File: src/timer_pkg.sv
// constants and types shared by the timer subsystem
package timer_pkg;

  localparam int CHN_NUM = 6;
  localparam int CHN_W   = 16;
  localparam int CHAIN_W = CHN_NUM * CHN_W;
  localparam int STB_W   = 32;
  localparam int RTC_W   = 32;
  localparam int CALIB_W = 16;
  localparam int SEL_W   = 3;
  localparam int PWM_CHN = 0;

  // standby clock nominal rate, Hz
  localparam int STBY_CLK_HZ = 32768;

  localparam logic [CHN_W-1:0]   CHN_COUNT_RST = 16'h0000;
  localparam logic [CHN_W-1:0]   CHN_PERIOD_MAX = 16'hffff;
  localparam logic [STB_W-1:0]   STB_COUNT_RST = 32'h0000_0000;
  localparam logic [RTC_W-1:0]   RTC_COUNT_RST = 32'h0000_0000;
  localparam logic [CALIB_W-1:0] RTC_PRE_RST   = 16'h0000;
  // standby ticks per second minus one, used until a calibration loads
  localparam logic [CALIB_W-1:0] RTC_DIV_TOP_RST =
    CALIB_W'(STBY_CLK_HZ - 1);

  typedef enum logic [2:0] {
    CH_STOPPED = 3'b001,
    CH_PRIMING = 3'b010,
    CH_RUNNING = 3'b100
  } chan_state_e;

endpackage

File: src/standby_timer.sv
// 32-bit standby timer with wake-up event and exit capture
`timescale 1ns/100ps
module standby_timer (
  input  wire logic                        sys_clk,
  input  wire logic                        rst,
  input  wire logic                        stby_tick,
  input  wire logic                        start,
  input  wire logic                        stop,
  input  wire logic [timer_pkg::STB_W-1:0] period,
  input  wire logic                        ps_exit,
  output logic      [timer_pkg::STB_W-1:0] count,
  output logic      [timer_pkg::STB_W-1:0] capture,
  output logic                             wake,
  output logic                             running
);

  logic                        next_running;
  logic [timer_pkg::STB_W-1:0] next_count;
  logic [timer_pkg::STB_W-1:0] next_capture;
  logic                        next_wake;

  always_comb begin
    next_running = running;
    next_count   = count;
    next_capture = capture;
    next_wake    = 1'b0;
    if (stop) begin // RULE16
      next_running = 1'b0;
    end else if (start) begin // RULE16
      next_running = 1'b1;
      next_count   = timer_pkg::STB_COUNT_RST;
    end else if (running && stby_tick) begin // RULE14
      if (count == period) begin // RULE15
        next_count = timer_pkg::STB_COUNT_RST;
        next_wake  = 1'b1;
      end else begin
        next_count = count + 32'h0000_0001;
      end
    end
    // capture the live count, so the elapsed sleep is visible later
    if (ps_exit) begin // RULE17
      next_capture = count;
    end
  end

  always_ff @(posedge sys_clk or posedge rst) begin
    if (rst) begin
      running <= 1'b0;
      count   <= timer_pkg::STB_COUNT_RST;
      capture <= timer_pkg::STB_COUNT_RST;
      wake    <= 1'b0;
    end else begin
      running <= next_running;
      count   <= next_count;
      capture <= next_capture;
      wake    <= next_wake;
    end
  end

endmodule

File: src/rtc_counter.sv
// calibrated seconds counter on the standby tick
`timescale 1ns/100ps
module rtc_counter (
  input  wire logic                          sys_clk,
  input  wire logic                          rst,
  input  wire logic                          stby_tick,
  input  wire logic                          enable,
  input  wire logic                          calib_load,
  input  wire logic [timer_pkg::CALIB_W-1:0] calib_value,
  output logic      [timer_pkg::RTC_W-1:0]   seconds
);

  logic [timer_pkg::CALIB_W-1:0] div_top;
  logic [timer_pkg::CALIB_W-1:0] next_div_top;
  logic [timer_pkg::CALIB_W-1:0] pre;
  logic [timer_pkg::CALIB_W-1:0] next_pre;
  logic [timer_pkg::RTC_W-1:0]   next_seconds;

  always_comb begin
    next_div_top = div_top;
    next_pre     = pre;
    next_seconds = seconds;
    if (calib_load) begin // RULE19
      next_div_top = calib_value;
    end
    if (!enable) begin // RULE20
      next_pre     = timer_pkg::RTC_PRE_RST;
      next_seconds = timer_pkg::RTC_COUNT_RST;
    end else if (stby_tick) begin // RULE13
      if (pre >= div_top) begin // RULE18
        next_pre     = timer_pkg::RTC_PRE_RST;
        next_seconds = seconds + 32'h0000_0001;
      end else begin
        next_pre = pre + 16'h0001;
      end
    end
  end

  always_ff @(posedge sys_clk or posedge rst) begin
    if (rst) begin
      div_top <= timer_pkg::RTC_DIV_TOP_RST;
      pre     <= timer_pkg::RTC_PRE_RST;
      seconds <= timer_pkg::RTC_COUNT_RST;
    end else begin
      div_top <= next_div_top;
      pre     <= next_pre;
      seconds <= next_seconds;
    end
  end

endmodule

File: src/timer_unit.sv
// timer subsystem top: six cascadable channels, pwm, standby timer, rtc
//
// Notes on behaviour
// RULE1 - six 16-bit channels, own period, start, stop
// RULE2 - channels count on the cpu clock
// RULE3 - configure period, then start or stop on command
// RULE4 - upper is channel n, lower is n-1
// RULE5 - cascaded upper steps on lower period match
// RULE6 - all six may chain into 96 bits
// RULE7 - independent periods; ffff lower gives 32 bits
// RULE8 - read upper alone or pair combined
// RULE9 - pair cascades only after one lower period
// RULE10 - only channel 0 has pwm logic
// RULE11 - pwm period and high-time are 16-bit ticks
// RULE12 - pwm exported for a pin multiplexer
// RULE13 - standby timer and rtc use standby clock
// RULE14 - standby timer is 32 bits at 32768 Hz
// RULE15 - standby timer runs asleep, wakes at period
// RULE16 - standby timer start, stop and period
// RULE17 - count captured on every power-save exit
// RULE18 - rtc is 32 bits, one per second
// RULE19 - rtc takes a rate calibration value
// RULE20 - rtc disable clears count to zero
// RULE21 - rtc seconds readable at any time
// RULE22 - pwm high below high-time, low after
// RULE23 - period match event, count restarts at zero
//
// limits worth knowing:
// - cascade carries ripple through up to six channels in one cycle, so a
//   full chain sets the longest combinational path of the block
// - a period of n gives n+1 states; ffff on the lower channel of a pair
//   makes the pair one 32-bit counter
// - pair readouts lag the live counts by one edge, and both halves come
//   from the same sample
// - start is ignored while a channel runs or primes; stop always wins
// - a cascaded upper channel discards the first lower match after start,
//   so host readings are only valid once chn_cascade_ok is high
// - chn_running and chn_cascade_ok trail the channel state by one edge
// - pwm_out is low from one edge after channel 0 stops or pwm is disabled
// - stb_capture takes the live count on every ps_exit, whatever woke
//   the device, so firmware can tell how long it slept
// - disabling the rtc clears seconds and prescaler; the calibration
//   value survives until the next load

`timescale 1ns/100ps
module timer_unit (
  input  wire logic                          sys_clk,
  input  wire logic                          rst,

  // system timer channels, channel i in bits of slice i
  input  wire logic [timer_pkg::CHAIN_W-1:0] chn_period,
  input  wire logic [timer_pkg::CHN_NUM-1:0] chn_start,
  input  wire logic [timer_pkg::CHN_NUM-1:0] chn_stop,
  input  wire logic [timer_pkg::CHN_NUM-1:0] chn_cascade,
  output logic      [timer_pkg::CHAIN_W-1:0] chn_count,
  output logic      [timer_pkg::CHN_NUM-1:0] chn_match,
  output logic      [timer_pkg::CHN_NUM-1:0] chn_running,
  output logic      [timer_pkg::CHN_NUM-1:0] chn_cascade_ok,

  // cascaded pair readout
  input  wire logic [timer_pkg::SEL_W-1:0]   pair_sel,
  output logic      [timer_pkg::CHN_W-1:0]   pair_upper,
  output logic      [2*timer_pkg::CHN_W-1:0] pair_combined,

  // pwm on channel 0
  input  wire logic                          pwm_enable,
  input  wire logic [timer_pkg::CHN_W-1:0]   pwm_high_time,
  output logic                               pwm_out,

  // standby domain
  input  wire logic                          stby_tick,
  input  wire logic                          stb_start,
  input  wire logic                          stb_stop,
  input  wire logic [timer_pkg::STB_W-1:0]   stb_period,
  input  wire logic                          ps_exit,
  output logic      [timer_pkg::STB_W-1:0]   stb_count,
  output logic      [timer_pkg::STB_W-1:0]   stb_capture,
  output logic                               stb_wake,
  output logic                               stb_running,
  input  wire logic                          rtc_enable,
  input  wire logic                          rtc_calib_load,
  input  wire logic [timer_pkg::CALIB_W-1:0] rtc_calib_value,
  output logic      [timer_pkg::RTC_W-1:0]   rtc_seconds
);

  ////////////////////////////////////////////////////////////////////////
  // channel array

  // carry[i] is the period match of channel i-1; carry[0] never fires
  logic                        carry    [timer_pkg::CHN_NUM+1];
  logic [timer_pkg::CHN_W-1:0] cnt_all  [timer_pkg::CHN_NUM];
  logic                        run_all  [timer_pkg::CHN_NUM];
  logic                        casc_all [timer_pkg::CHN_NUM];
  logic [timer_pkg::CHN_NUM-1:0] next_match;

  assign carry[0] = 1'b0;
  // carry[6] is the match of channel 5 and only feeds chn_match

  // one counter per channel; cascade and pwm hang off the slices

  genvar gi;
  generate
    for (gi = 0; gi < timer_pkg::CHN_NUM; gi = gi + 1) begin : gen_chn
      logic [timer_pkg::CHN_W-1:0] cnt_q;
      logic [timer_pkg::CHN_W-1:0] next_cnt;
      logic [timer_pkg::CHN_W-1:0] period;
      timer_pkg::chan_state_e      st_q;
      timer_pkg::chan_state_e      next_st;
      logic                        casc;
      logic                        step;
      logic                        hit;
      logic                        is_running;

      assign period = chn_period[gi*timer_pkg::CHN_W +: timer_pkg::CHN_W];
      // channel 0 has no lower neighbour, so it never cascades
      assign casc = (gi != 0) && chn_cascade[gi]; // RULE4

      always_comb begin
        next_st  = st_q;
        next_cnt = cnt_q;
        step     = 1'b0;
        case (st_q)
          timer_pkg::CH_STOPPED: begin
            // count holds here until the next start
            if (chn_start[gi]) begin // RULE3
              next_cnt = timer_pkg::CHN_COUNT_RST;
              if (casc) begin
                next_st = timer_pkg::CH_PRIMING;
              end else begin
                next_st = timer_pkg::CH_RUNNING;
              end
            end
          end
          timer_pkg::CH_PRIMING: begin
            // first lower match only arms the link
            if (carry[gi]) begin // RULE9
              next_st = timer_pkg::CH_RUNNING;
            end
          end
          timer_pkg::CH_RUNNING: begin
            // a plain channel steps on every sys_clk edge
            if (casc) begin
              step = carry[gi]; // RULE5
            end else begin
              step = 1'b1; // RULE2
            end
            if (step) begin
              if (cnt_q == period) begin // RULE23
                next_cnt = timer_pkg::CHN_COUNT_RST;
              end else begin
                next_cnt = cnt_q + 16'h0001; // RULE1
              end
            end
          end
          default: begin
            // any other code parks the channel stopped
            next_st = timer_pkg::CH_STOPPED;
          end
        endcase
        // stop wins over start and running for the state; the count still takes this cycle's step or clear
        if (chn_stop[gi]) begin // RULE3
          next_st = timer_pkg::CH_STOPPED;
        end
      end

      // match feeds the next channel in the same cycle, so a chain of
      // six ripples combinationally through all carries
      assign hit          = step && (cnt_q == period); // RULE6 RULE7
      assign carry[gi+1]  = hit;
      assign cnt_all[gi]  = cnt_q;
      assign is_running   = (st_q == timer_pkg::CH_RUNNING);
      assign run_all[gi]  = is_running;
      assign casc_all[gi] = casc && is_running;
      assign chn_count[gi*timer_pkg::CHN_W +: timer_pkg::CHN_W] = cnt_q;

      // state and count register together, so a stop freezes the count
      always_ff @(posedge sys_clk or posedge rst) begin
        if (rst) begin
          st_q  <= timer_pkg::CH_STOPPED;
          cnt_q <= timer_pkg::CHN_COUNT_RST;
        end else begin
          st_q  <= next_st;
          cnt_q <= next_cnt;
        end
      end
    end
  endgenerate

  ////////////////////////////////////////////////////////////////////////
  // status flags

  logic [timer_pkg::CHN_NUM-1:0] next_running;
  logic [timer_pkg::CHN_NUM-1:0] next_cascade_ok;
  // chn_match doubles as the interrupt request of each channel

  always_comb begin
    for (int k = 0; k < timer_pkg::CHN_NUM; k++) begin
      next_match[k]      = carry[k+1]; // RULE23
      next_running[k]    = run_all[k];
      next_cascade_ok[k] = casc_all[k];
    end
  end

  // flags trail the channel state by one cycle
  always_ff @(posedge sys_clk or posedge rst) begin
    if (rst) begin
      chn_match      <= '0;
      chn_running    <= '0;
      chn_cascade_ok <= '0;
    end else begin
      chn_match      <= next_match;
      chn_running    <= next_running;
      chn_cascade_ok <= next_cascade_ok;
    end
  end

  ////////////////////////////////////////////////////////////////////////
  // pair readout

  logic [timer_pkg::CHN_W-1:0]   next_upper;
  logic [2*timer_pkg::CHN_W-1:0] next_combined;

  always_comb begin
    next_upper    = timer_pkg::CHN_COUNT_RST;
    next_combined = {timer_pkg::CHN_COUNT_RST, timer_pkg::CHN_COUNT_RST};
    // a select of 0 or above the last channel names no pair: read zero
    // both halves come from one sample, so no torn reads between them
    for (int k = 1; k < timer_pkg::CHN_NUM; k++) begin
      if (pair_sel == k[timer_pkg::SEL_W-1:0]) begin // RULE8
        next_upper    = cnt_all[k];
        next_combined = {cnt_all[k], cnt_all[k-1]};
      end
    end
  end

  always_ff @(posedge sys_clk or posedge rst) begin
    if (rst) begin
      pair_upper    <= timer_pkg::CHN_COUNT_RST;
      pair_combined <= {timer_pkg::CHN_COUNT_RST, timer_pkg::CHN_COUNT_RST};
    end else begin
      pair_upper    <= next_upper;
      pair_combined <= next_combined;
    end
  end

  ////////////////////////////////////////////////////////////////////////
  // pwm, channel 0 only

  logic next_pwm;
  logic pwm_active;
  logic pwm_below;

  // period is the channel 0 period; a high-time above it keeps the
  // output high for the whole cycle
  assign pwm_active = pwm_enable && run_all[timer_pkg::PWM_CHN]; // RULE10
  // compare with the live count, so the pin trails the count by one edge
  assign pwm_below  = (cnt_all[timer_pkg::PWM_CHN] < pwm_high_time); // RULE11

  always_comb begin
    next_pwm = pwm_active && pwm_below; // RULE22
  end

  always_ff @(posedge sys_clk or posedge rst) begin
    if (rst) begin
      pwm_out <= 1'b0;
    end else begin
      pwm_out <= next_pwm; // RULE12
    end
  end

  ////////////////////////////////////////////////////////////////////////
  // standby domain

  // stby_tick marks each standby clock period as a one-cycle enable, so
  // the always-on parts share sys_clk without a second clock domain
  standby_timer u_standby (
    .sys_clk   (sys_clk),
    .rst       (rst),
    .stby_tick (stby_tick),
    .start     (stb_start),
    .stop      (stb_stop),
    .period    (stb_period),
    .ps_exit   (ps_exit),
    .count     (stb_count),
    .capture   (stb_capture),
    .wake      (stb_wake),
    .running   (stb_running)
  );

  // the rtc divider runs from the same tick; a calibration load retimes
  // every later second
  rtc_counter u_rtc (
    .sys_clk     (sys_clk),
    .rst         (rst),
    .stby_tick   (stby_tick),
    .enable      (rtc_enable),
    .calib_load  (rtc_calib_load),
    .calib_value (rtc_calib_value),
    .seconds     (rtc_seconds) // RULE21
  );

endmodule

File: config.mk
export PLATFORM = sky130hd
export DESIGN_NAME = timer_unit
export DESIGN_NICKNAME = d
export VERILOG_FILES = /design/src/timer_pkg.sv /design/src/standby_timer.sv /design/src/rtc_counter.sv /design/src/timer_unit.sv
export SDC_FILE = /design/constraint.sdc
export NUM_CORES = 1
export LEC_CHECK = 0
export BUFFER_PORTS_ARGS = -buffer_cell sky130_fd_sc_hd__buf_2
export CORE_ASPECT_RATIO = 1.2
export CORE_MARGIN = 8
export CORE_UTILIZATION = 54
export DETAILED_ROUTE_END_ITERATION = 12
export HOLD_SLACK_MARGIN = 0.06
export PLACE_DENSITY = 0.89
export SYNTH_ARGS = -nofsm -noshare
export SYNTH_HDL_FRONTEND = slang
export SYNTH_HIERARCHICAL = 1
export SYNTH_SLANG_ARGS = --single-unit
File: constraint.sdc
create_clock -name sys_clk -period 6.7 [get_ports sys_clk]
set_input_delay 1.005 -clock sys_clk [delete_from_list [all_inputs] [get_ports sys_clk]]
set_output_delay 1.005 -clock sys_clk [all_outputs]
set_load 0.05 [all_outputs]
* Word-level counts from Yosys, hierarchy flattened
Cells that the tools add are included.
Storage, ports and cells: register bits 310, bits in latches 0, memory bits (writable) 0, bits in read-only memories 0, bits of input ports 190, output and inout port bits 261, word-level logic and storage cells 229, memories kept 0
Operators by class: $add $sub $neg 9, multipliers 0, div/mod/pow operators 0, magnitude comparators 2, eq/ne operators 61, shift-type cells 0, mux-type cells 94, bitwise operators 1, reduce and logical (&&, ||, !) cells 37
Operator list (count):
- $mux W16 | 26
- $mux W32 | 11
- $pmux W16 S2 | 6
- $add A16 B1 Y16 const B | 7
- $eq A16 B16 Y1 | 6
- $mux W3 | 22
- $add A32 B1 Y32 const B | 2
- $pmux W3 S3 | 5
- $ne A3 B3 Y1 const B | 11
- $reduce_and A3 Y1 | 11
- $eq A32 B32 Y1 | 1
- $eq A3 B2 Y1 const B | 8
- $eq A3 B3 Y1 const B | 8
- $ne A2 B2 Y1 const B | 12
- $mux W1 | 23
- $eq A3 B1 Y1 const B | 7
- $ge A16 B16 Y1 | 1
- $lt A16 B16 Y1 | 1
- $ne A2 B1 Y1 const B | 8
- $reduce_bool A2 Y1 | 8
- $logic_and A1 B1 Y1 | 14
- $pmux W3 S2 | 1
- $reduce_and A2 Y1 | 3
- $reduce_or A2 Y1 | 1
- $not A1 Y1 | 1

* Longest topological paths before layout
Gate-level depths: netlist (run 1).
depth in word-level cells 24, mapped depth 11, gate-level depth less buffers 9

* Modules after synthesis
Netlist (run 1), hierarchy kept.
Modules (own cells, without submodules):
- timer_unit | instances 1, cells an instance 1123, area an instance 10228.6 sq um, sequential area each 4086.4 sq um
- rtc_counter | instances 1, cells an instance 394, area an instance 3565.9 sq um, sequential area each 1620.3 sq um
- standby_timer | instances 1, cells an instance 335, area an instance 3532.1 sq um, sequential area each 1651.6 sq um

* Worst setup path after synthesis (run 1)
OpenSTA, ideal clock, no wires.
path kind input to register, start point in chn_period[10] in the netlist's numbering, end point reg gen_chn[1].cnt_q[11] in the netlist's numbering, setup time 78 ps, arrival time 3108 ps, data required time 6622 ps, slack 3513 ps, cell stages on the path 8, path buffers 0, cell sequence xor2_1 > nor4_1 > and4_1 > a21oi_1 > o22a_1 > or4b_4 > or3_1 > a21oi_1
Between the ends: cells in the longest elaborated chain, start to end 6
RTL lines:
- start, declared | RTL line timer_unit.sv:51 | input wire logic [timer_pkg::CHAIN_W-1:0] chn_period,
- $eq A16 B16 Y1 | RTL line timer_unit.sv:168 | assign hit = step && (cnt_q == period);
- $logic_and A1 B1 Y1 | RTL line timer_unit.sv:168
- $mux W1 | RTL line timer_unit.sv:142 | if (casc) begin
- $mux W1 | RTL line timer_unit.sv:122 | case (st_q)
- $ne A2 B1 Y1 (no line)
- $reduce_and A3 Y1 (no line)
- end signal, assigned | RTL line timer_unit.sv:180 | cnt_q <= timer_pkg::CHN_COUNT_RST;
- end signal, assigned | RTL line timer_unit.sv:183 | cnt_q <= next_cnt;
- end, declared | RTL line timer_unit.sv:104 | logic [timer_pkg::CHN_W-1:0] cnt_q;
No other way between the ends. The select of a mux whose other input is x is not followed. A chain may end at the register's enable or synchronous reset.

* Worst setup path after layout (run 1)
start point reg gen_chn[1].cnt_q[9] in the netlist's numbering, end point reg gen_chn[5].cnt_q[11] in the netlist's numbering
Between the ends: cells in the longest elaborated chain, start to end 18
RTL lines (RTL line):
- $eq A16 B16 Y1 | timer_unit.sv:168
- $logic_and A1 B1 Y1 | timer_unit.sv:168
- $mux W1 | timer_unit.sv:142
- $mux W1 (2 in series) | timer_unit.sv:122
- $logic_and A1 B1 Y1 | timer_unit.sv:168
- $mux W1 | timer_unit.sv:142
- $mux W1 (2 in series) | timer_unit.sv:122
- $logic_and A1 B1 Y1 | timer_unit.sv:168
- $mux W1 | timer_unit.sv:142
- $mux W1 (2 in series) | timer_unit.sv:122
- $logic_and A1 B1 Y1 | timer_unit.sv:168
- $mux W1 | timer_unit.sv:142
- $mux W1 | timer_unit.sv:122
- $ne A2 B1 Y1 (no line)
- $reduce_and A3 Y1 (no line)
- end signal, assigned | timer_unit.sv:180
- end signal, assigned | timer_unit.sv:183
- end, declared | timer_unit.sv:104
No other way between the ends. The select of a mux whose other input is x is not followed.

==> metrics.csv, run 1 <==
stage;metric;value;unit
routing;Final ANT Viol Nets;0;
routing;Total Wirelength;59.0;mm
final_layout;commonest non-fill, non-tap cells in the layout;buf_2, dfrtp_1, o21ai_0;
floorplan;Die Y-Extent;212;µm
routing;1st-pass router iterations;6;
synth;Yosys top cell area share;39.3;%
synth;Net Count, Synth;2082;
power;Pleak;10.3;nW
final_layout;register area;7360;µm²
critical_path;Crit Path Max Fanout;16;
power;Final Total Pwr;3.98;mW
cts;clock sinks;293;
cts;H-tree depth;1;
synth;synthesized area;17300;µm²
timing;slew of the pin with the lowest slew margin;1.33;ns
grt;initial antenna violation count;2;
grt;Tot GR Track Use;29.2;%
synth;Post-synth EDFFs;0;
timing;hold slack;0.484;ns
power;Pwr Density;193;nW/µm²
placed_design;Port Buf Inserts;448;
placed_design;Placement Cell Area;19500;µm²
timing;RSZ-0062 raised after global routing;no;
cts;Max Root-Sink Buffers;3;
floorplan;Die X;180;µm
floorplan;initial core utilization;54.3;%
synth;dominant cell type by area after synthesis;dfrtp_1;
synth;Cells after Synth;1852;
critical_path;endpoint class of the critical path;flip-flop;
final_layout;area of the multi-input gates;9090;µm²
placed_design;final HPWL from detailed placement;42.9;mm
routing;DR top layer;met5;
timing;Rel. slew slack;11.1;%
timing;count of pins over their slew limit;0;
synth;Mean Syn Cell Area;9.36;µm²
critical_path;Crit Path Category;flip-flop to flip-flop;
grt;vias in the first global route;16500;
synth;Yosys warning count;6;
floorplan;Core Box Area;31900;µm²
grt;largest net degree at the start of global routing;87;
cts;Root Buffer;clkbuf_16;
timing;TNS Setup;0;ns
cts;CTS Buf Count;31;
placed_design;RePlAce Congestion;0.938;
routing;drt via density;6.37;
final_layout;fillers;2477;
timing;Max Freq;0.232;GHz
synth;Top FF cell, synth;dfrtp_1;
cts;PostCTS Resize Cnt;0;
routing;met3 wire length;6.00;mm
synth;Async SR Flop Fraction;100;%
synth;top post-synthesis cells by area;dfrtp_1, xor2_1, o21ai_0, mux2_2, dfstp_2;
cts;Hold Buf Count CTS;0;
timing;Final period util;64.4;%
floorplan;Die Area;38100;µm²
critical_path;Setup crit start kind;flip-flop;
routing;WL met2;27.5;mm
critical_path;worst endpoint required time;7.19;ns
outcome;outcome;finished, final reports clean;
routing;met1 wire length;22.3;mm
job;Max Cap Violations;0;
timing;Final Critical Period;4.31;ns
synth;unique cell type count in the Yosys netlist;74;
final_layout;share of cells above drive strength 1;27.8;%
grt;first-pass GRT wire length;90.6;mm
floorplan;Row Count;72;
cts;CTS tree;yes;
final_layout;Nets;2447;
timing;Setup-failing EPs final;0;
final_layout;Area growth syn-to-layout;18.7;%
timing;clock skew;0.0398;ns
cts;clock latency on the worst-skew pair;0.60;ns
floorplan;IO Count;451;
critical_path;WP data arrival;4.80;ns
final_layout;final core occ;64.5;%
power;worst IR drop on VDD;0.193;mV
routing;initial drt markers;2042;
final_layout;Final Instance Area;20600;µm²
synth;register area share after synthesis;42.5;%
routing;via count;16900;
worst_hold_path;Hold Crit Class;flip-flop to flip-flop;
cts;Post-CTS Setup Inserts;0;
cts;clk slew on worst S/H paths;0.06;ns
synth;synthesized flop and latch total;293;
grt;gr ovfl total;0;
final_layout;commonest non-fill, non-tap cell in the layout;buf_2;
routing;drt wl/cell;22.3;µm
timing;Final Hold Fails;0;
final_layout;n_diodes;0;
routing;DRC;0;
## power breakdown
group | switching [mW] | internal (mW)
clock | 0.729 | 1.01
combinational | 0.265 | 0.138
sequential | 0.0335 | 1.81
total | 1.03 | 2.95
## metrics by stage
step,setup slack [ns],instances
2_1_floorplan,1.30,1852
3_3_place_gp,2.38,2591
3_5_place_dp,2.21,2591
4_1_cts,2.65,2649
5_1_grt,2.27,2649
6_report,2.39,2649
## logic make-up after synthesis
family	Yosys count	share of synthesized area [%]
AO/OA/AOI/OAI	467	17.3
XOR/XNOR	148	7.52
adder cells (fa/ha/maj)	40	2.89
buffers and inverters	197	5.07
flip-flops	293	42.5
multiplexers	107	6.65
other	1	0.0216
AND/OR/NAND/NOR	599	18.1
## registers in the layout (all words and copies together) (netlist names)
register	cells
u_rtc/seconds	32
u_rtc/div_top	16
u_standby/count	32
u_standby/running	1
chn_match	6
u_standby/capture	32
chn_running	6
u_standby/wake	1
pair_combined	32
pwm_out	1
chn_cascade_ok	5
gen_chn.st_q	17
u_rtc/pre	16
gen_chn.cnt_q	96
## area by class of cell
type / count / area share (%)
multi-input combinational: 1362 / 44.2
sequential: 293 / 35.8
timing repair buffer: 457 / 11.2
clock buffer: 45 / 4.17
tap: 407 / 2.48
inverter: 72 / 1.34
clock inverter: 13 / 0.797
## Yosys cell counts, types with 12 or more instances
cell	number
a21o_1	12
a21oi_1	53
a22oi_1	33
a31oi_1	38
and3_1	59
buf_2	19
buf_4	20
clkbuf_1	71
dfrtp_1	272
dfstp_2	21
ha_1	40
inv_1	70
mux2_2	65
mux2i_1	42
nand2_1	142
nand2b_1	23
nand3_1	87
nand4_1	43
nor2_1	91
nor2b_1	30
nor3_1	22
nor4_1	28
o21a_1	15
o21ai_0	151
o22a_1	18
o22ai_1	35
o31ai_1	36
o41ai_1	21
or2_2	12
or3_1	16
xnor2_1	57
xor2_1	90
## routing by layer
layer	global-route usage (%)	up-vias
met5	0	-
met1	36.4	8066
li1	-	7452
met4	14.9	4
met2	47.9	1144
met3	6.14	210
## worst paths after layout
check	startpoint	endpoint	slack (ns)	cells past startpoint
max	gen_chn[1].cnt_q[9]$_DFFE_PP0P_	gen_chn[5].cnt_q[11]$_DFFE_PP0P_	2.39	8
min	gen_chn[2].st_q[2]$_DFFE_PP0P_	gen_chn[2].st_q[1]$_DFFE_PP0P_	0.48	1
max reg2reg	gen_chn[1].cnt_q[9]$_DFFE_PP0P_	gen_chn[5].cnt_q[11]$_DFFE_PP0P_	2.39	8
min reg2reg	gen_chn[2].st_q[2]$_DFFE_PP0P_	gen_chn[2].st_q[1]$_DFFE_PP0P_	0.48	1
max in group asynchronous	rst	gen_chn[2].cnt_q[10]$_DFFE_PP0P_	4.56	3
min in group asynchronous	rst	gen_chn[0].cnt_q[4]$_DFFE_PP0P_	0.63	2
## worst max-delay path, cell delays in order (launching register included)
cell and delay [ns]:
dfrtp_1 0.56, xor2_1 0.24, nor4_1 0.43, nand4_1 0.34, o21ai_0 0.77, a31oi_1 0.40
o21ai_1 0.98, a41oi_1 0.26, a31oi_1 0.21
No activity file was read; power rests on OpenSTA's default activity.
==> run 2, diff against run 1 <==
clock period = 4.4 ns   (was 6.7 ns; I/O delays follow)
==> metrics.csv, run 2 (same netlist as run 1, synthesis figures left out) <==
stage;metric;value;unit
final_layout;max reg flops;96;
critical_path;r2r endpoint;gen_chn[4].cnt_q[3]$_DFFE_PP0P_;
floorplan;Die Y-Extent;212;µm
final_layout;n_diodes;0;
power;switching fraction of total power;26.0;%
final_layout;commonest non-fill, non-tap cell in the layout;buf_2;
grt;first-pass GRT wire length;92.7;mm
floorplan;IO Count;451;
timing;RSZ-0062 raised after global routing;no;
timing;Final Critical Period;3.71;ns
placed_design;RePlAce Congestion;1.01;
power;Net Sw Power;1.55;mW
critical_path;Crit Path Category;flip-flop to flip-flop;
routing;drt wl/cell;22.4;µm
placed_design;final HPWL from detailed placement;44.0;mm
final_layout;Final Non-Filler Cells;2662;
critical_path;Crit Path Max Fanout;16;
critical_path;Setup crit start kind;flip-flop;
routing;drt via density;6.41;
floorplan;Row Count;72;
routing;1st-pass router iterations;7;
outcome;outcome;finished, final reports clean;
timing;count of pins over their slew limit;0;
cts;clock latency on the worst-skew pair;0.59;ns
final_layout;Area growth syn-to-layout;19.2;%
cts;PostCTS Resize Cnt;0;
final_layout;share of cells above drive strength 1;28.4;%
grt;Tot GR Track Use;29.9;%
placed_design;Port Buf Inserts;448;
routing;DRC;0;
timing;Max Freq;0.270;GHz
timing;Final Hold Fails;0;
final_layout;final core occ;64.8;%
grt;gr ovfl total;0;
critical_path;critical path's top delay family;compound AO/OA/AOI/OAI gates;
cts;CTS Buf Count;30;
timing;Final period util;84.3;%
cts;Hold Buf Count CTS;0;
job;Max Cap Violations;0;
cts;clock sinks;293;
routing;Total Wirelength;59.5;mm
power;Final Total Pwr;5.97;mW
critical_path;worst reg2reg startpoint;gen_chn[1].cnt_q[5]$_DFFE_PP0P_;
final_layout;Nets;2463;
timing;clock skew;0.0289;ns
final_layout;Final Instance Area;20700;µm²
cts;Post-CTS Setup Inserts;0;
critical_path;worst endpoint required time;4.87;ns
floorplan;Die X;180;µm
grt;vias in the first global route;17000;
power;Clk pwr share;42.7;%
timing;Rel. slew slack;10.7;%
final_layout;Top reg by flops;gen_chn.cnt_q;
floorplan;initial core utilization;54.3;%
grt;largest net degree at the start of global routing;56;
critical_path;setup slack, reg-to-reg;0.69;ns
routing;Final ANT Viol Nets;0;
timing;Setup-failing EPs final;0;
floorplan;Core Box Area;31900;µm²
timing;slew of the pin with the lowest slew margin;1.33;ns
routing;via count;17100;
power;internal power;4.42;mW
floorplan;Die Area;38100;µm²
placed_design;Placement Cell Area;19700;µm²
power;worst IR drop on VDD;0.223;mV
timing;TNS Setup;0;ns
critical_path;Buf/Inv on CP;0;
cts;clk slew on worst S/H paths;0.07;ns
power;Pleak;10.4;nW
cts;Max Root-Sink Buffers;3;
critical_path;Reg2Reg Depth;8;
critical_path;largest stage delay on the critical path;0.77;ns
cts;H-tree depth;1;
critical_path;WP data arrival;4.18;ns
power;share of power burned in registers;46.9;%
critical_path;endpoint class of the critical path;flip-flop;
final_layout;commonest non-fill, non-tap cells in the layout;buf_2, dfrtp_1, o21ai_0;
grt;initial antenna violation count;0;
power;Comb power frac;10.3;%
worst_hold_path;Hold Crit Class;input pin to asynchronous set/reset pin;
critical_path;Slowest-stage cell, CP;o21ai_0;
timing;Setup WS post-layout;0.691;ns
placed_design;placed cell count;2608;
power;Pwr Density;289;nW/µm²
timing;hold slack;0.190;ns
critical_path;CP cell instances;xor2_1, nor4_1, nand4_1, o21ai_0, a31oi_1, o22ai_1, nand2b_1, o22a_1;
placed_design;pre-CTS setup slack;0.794;ns
final_layout;fillers;2455;
cts;Root Buffer;clkbuf_16;
routing;initial drt markers;2087;
cts;CTS tree;yes;
==> run 2: metal layers <==
metal | wire, µm | vias to the layer above | part of all wire (%) | track usage, %
li1 | - | 7486 | - | -
met1 | 22000 | 8111 | 37 | 36.2
met2 | 27800 | 1206 | 47 | 49.0
met3 | 6600 | 259 | 11 | 7.13
met4 | 3160 | 0 | 5.3 | 16.3
met5 | 0 | - | 0 | 0
==> run 2: worst max-delay path by stage <==
stage / from / endpoint / cells after the start
floorplan: gen_chn[0].cnt_q[8]$_DFFE_PP0P_ / gen_chn[1].cnt_q[11]$_DFFE_PP0P_ / 9
global placement: chn_period[21] / gen_chn[3].cnt_q[9]$_DFFE_PP0P_ / 9
detailed placement: chn_period[21] / gen_chn[4].cnt_q[6]$_DFFE_PP0P_ / 9
CTS: gen_chn[1].cnt_q[5]$_DFFE_PP0P_ / gen_chn[4].cnt_q[6]$_DFFE_PP0P_ / 8
global route: gen_chn[1].cnt_q[9]$_DFFE_PP0P_ / gen_chn[3].cnt_q[1]$_DFFE_PP0P_ / 8
finish: gen_chn[1].cnt_q[5]$_DFFE_PP0P_ / gen_chn[4].cnt_q[3]$_DFFE_PP0P_ / 8
==> run 2: area by class of cell <==
cell class	instances	area, µm²	share of cell area (%)
Clock buffer	41	842	4.08
Clock inverter	13	131	0.636
Inverter	72	274	1.33
Multi-Input combinational cell	1362	9090	44.0
Sequential cell	293	7360	35.6
Tap cell	407	509	2.47
Timing Repair Buffer	474	2450	11.9
==> run 2: power by group through the flow <==
stage	registers, mW	logic, mW	clock network (mW)
2_1_floorplan	2.88	0.343	0
4_1_cts	2.80	0.612	2.58
5_1_grt	2.80	0.670	2.68
3_3_place_gp	2.84	0.584	0
6_report	2.80	0.618	2.55
3_5_place_dp	2.85	0.608	0
==> run 2: worst register-to-register path, delay by kind of cell, from the launching register on <==
| kind | cells | cell delay (ns) |
|---|---|---|
| AOI/OAI and AO/OA | 4 | 1.73 |
| xor gates and xnor gates | 1 | 0.22 |
| DFF | 1 | 0.53 |
| and+or+nand+nor | 3 | 1.11 |
==> run 3, diff against run 2 <==
CORE_UTILIZATION = 49   (was 54)
PLACE_DENSITY = 0.86   (was 0.89)
clock period = 3 ns   (was 4.4 ns; I/O delays follow)
==> metrics.csv, run 3 (same netlist as run 1, synthesis figures left out) <==
stage;metric;value;unit
worst_hold_path;cell depth of the worst hold path;2;
timing;TNS Setup;0;ns
floorplan;IO Count;451;
final_layout;Final Instance Area;21800;µm²
timing;hold slack;0.0846;ns
final_layout;Top reg by flops;gen_chn.cnt_q;
timing;RSZ-0062 raised after global routing;yes;
routing;1st-pass router iterations;7;
routing;drt via density;6.17;
timing;slew of the pin with the lowest slew margin;0.833;ns
floorplan;Die Area;41700;µm²
critical_path;r2r endpoint;gen_chn[4].cnt_q[5]$_DFFE_PP0P_;
critical_path;worst endpoint required time;3.52;ns
timing;Max Freq;0.334;GHz
cts;CTS tree;yes;
critical_path;endpoint class of the critical path;flip-flop;
critical_path;Crit Path Max Fanout;14;
routing;Total Wirelength;68.3;mm
routing;drt wl/cell;24.0;µm
final_layout;area of the multi-input gates;9140;µm²
power;Clk pwr share;44.6;%
final_layout;commonest non-fill, non-tap cell in the layout;buf_2;
timing;Final period util;99.7;%
final_layout;commonest non-fill, non-tap cells in the layout;buf_2, dfrtp_1, o21ai_0;
timing;Rel. slew slack;44.5;%
critical_path;Crit Path Category;flip-flop to flip-flop;
final_layout;final core occ;62.6;%
grt;vias in the first global route;17900;
timing;Final Critical Period;2.99;ns
critical_path;worst reg2reg startpoint;gen_chn[3].cnt_q[13]$_DFFE_PP0P_;
routing;Final ANT Viol Nets;0;
cts;clk slew on worst S/H paths;0.07;ns
power;Pleak;11.1;nW
worst_hold_path;worst hold start;chn_stop[5];
placed_design;Placement Cell Area;20600;µm²
routing;via count;17600;
grt;Tot GR Track Use;31.3;%
final_layout;register area;7360;µm²
power;switching fraction of total power;25.8;%
cts;clock sinks;293;
cts;Max Root-Sink Buffers;3;
power;worst IR drop on VDD;0.506;mV
placed_design;pre-CTS setup slack;-0.0981;ns
timing;count of pins over their slew limit;0;
routing;DRC;0;
outcome;outcome;finished, final reports clean;
power;Pwr Density;418;nW/µm²
timing;Setup WS post-layout;0.00902;ns
routing;initial drt markers;1887;
final_layout;Final Non-Filler Cells;2849;
final_layout;share of cells above drive strength 1;32.4;%
floorplan;Core Box Area;34900;µm²
final_layout;max reg flops;96;
placed_design;RePlAce Congestion;0.943;
power;Comb power frac;10.6;%
final_layout;Nets;2588;
cts;clock latency on the worst-skew pair;0.59;ns
floorplan;Row Count;75;
power;Final Total Pwr;9.14;mW
job;Max Cap Violations;0;
worst_hold_path;Worst Hold Endpoint;gen_chn[5].st_q[2]$_DFFE_PP0P_;
power;Net Sw Power;2.36;mW
power;internal power;6.78;mW
placed_design;final HPWL from detailed placement;52.9;mm
grt;gr ovfl total;0;
cts;CTS Buf Count;31;
critical_path;Setup crit start kind;flip-flop;
cts;H-tree depth;1;
final_layout;fillers;2809;
floorplan;Die X;188;µm
cts;Root Buffer;clkbuf_16;
worst_hold_path;Hold Crit Class;input pin to flip-flop;
timing;clock skew;0.0273;ns
grt;initial antenna violation count;3;
critical_path;WP data arrival;3.51;ns
timing;Final Hold Fails;0;
critical_path;Reg2Reg Depth;10;
critical_path;setup slack, reg-to-reg;0.009;ns
final_layout;Area growth syn-to-layout;26.1;%
placed_design;placed cell count;2780;
floorplan;Die Y-Extent;222;µm
power;share of power burned in registers;44.8;%
placed_design;Port Buf Inserts;448;
grt;largest net degree at the start of global routing;104;
timing;Setup-failing EPs final;0;
grt;first-pass GRT wire length;104;mm
floorplan;initial core utilization;49.6;%
==> run 3: changes by cell type in the layout (fill, tap and decap cells not counted), moves of 2 or more <==
| cell | change |
|---|---|
| inv_6 | +2 |
| bufinv_16 | +2 |
| buf_4 | +117 |
| clkinv_4 | +2 |
| nor4_1 | -6 |
| diode_2 | +4 |
| clkbuf_1 | -3 |
| nor4_2 | +6 |
| dlygate4sd3_1 | +6 |
==> run 3: worst max-delay path by stage <==
stage                                       end                        startpoint  depth (start not counted)
2_1_floorplan  gen_chn[1].cnt_q[11]$_DFFE_PP0P_   gen_chn[0].cnt_q[8]$_DFFE_PP0P_                          9
3_3_place_gp    gen_chn[5].cnt_q[1]$_DFFE_PP0P_                    chn_period[77]                         10
3_5_place_dp    gen_chn[5].cnt_q[1]$_DFFE_PP0P_                    chn_period[77]                         10
4_1_cts         gen_chn[5].cnt_q[1]$_DFFE_PP0P_  gen_chn[4].cnt_q[13]$_DFFE_PP0P_                          9
5_1_grt         gen_chn[4].cnt_q[5]$_DFFE_PP0P_  gen_chn[3].cnt_q[13]$_DFFE_PP0P_                          9
6_report        gen_chn[4].cnt_q[5]$_DFFE_PP0P_  gen_chn[3].cnt_q[13]$_DFFE_PP0P_                         10
==> run 3: layer usage <==
| metal | GRT usage (%) | vias to the layer above | share of wire [%] |
|---|---|---|---|
| met5 | 0 | - | 0.037 |
| met4 | 15.9 | 4 | 5.6 |
| met3 | 7.47 | 243 | 10 |
| met2 | 54.7 | 1202 | 49 |
| met1 | 35.0 | 8398 | 35 |
| li1 | - | 7737 | - |
==> run 3: critical path: stages (launching register included) <==
cell and delay [ns]:
dfrtp_1 0.42, xor2_1 0.18, nor4_1 0.46, nand4_1 0.18
buf_4 0.21, buf_4 0.16, o31ai_1 0.22, a31oi_1 0.17
or2_2 0.49, nor3_1 0.27, o22a_1 0.17
==> run 3: timing repair <==
item                                   CTS  global route
setup endpoints to repair                0            36
resized for setup                        0             9
buffers inserted                         0             1
hold buffers                             6             0
endpoints found under the hold margin   40             0
==> run 3: cell type report <==
type / instances / share of cell area (%)
antenna: 4 / 0.0458
clock buffer: 40 / 3.98
clock inverter: 18 / 0.974
inverter: 72 / 1.25
multi-input combinational: 1362 / 41.8
sequential: 293 / 33.7
tap: 462 / 2.65
timing repair buffer: 598 / 15.6
==> run 3: power by group through the flow <==
| stage | Clock (mW) | Combinational (mW) | Sequential (mW) |
|---|---|---|---|
| finish | 4.07 | 0.969 | 4.10 |
| global route | 4.26 | 1.06 | 4.10 |
| CTS | 4.10 | 0.959 | 4.10 |
| detailed placement | 0 | 0.947 | 4.17 |
| global placement | 0 | 0.916 | 4.16 |
| floorplan | 0 | 0.503 | 4.23 |
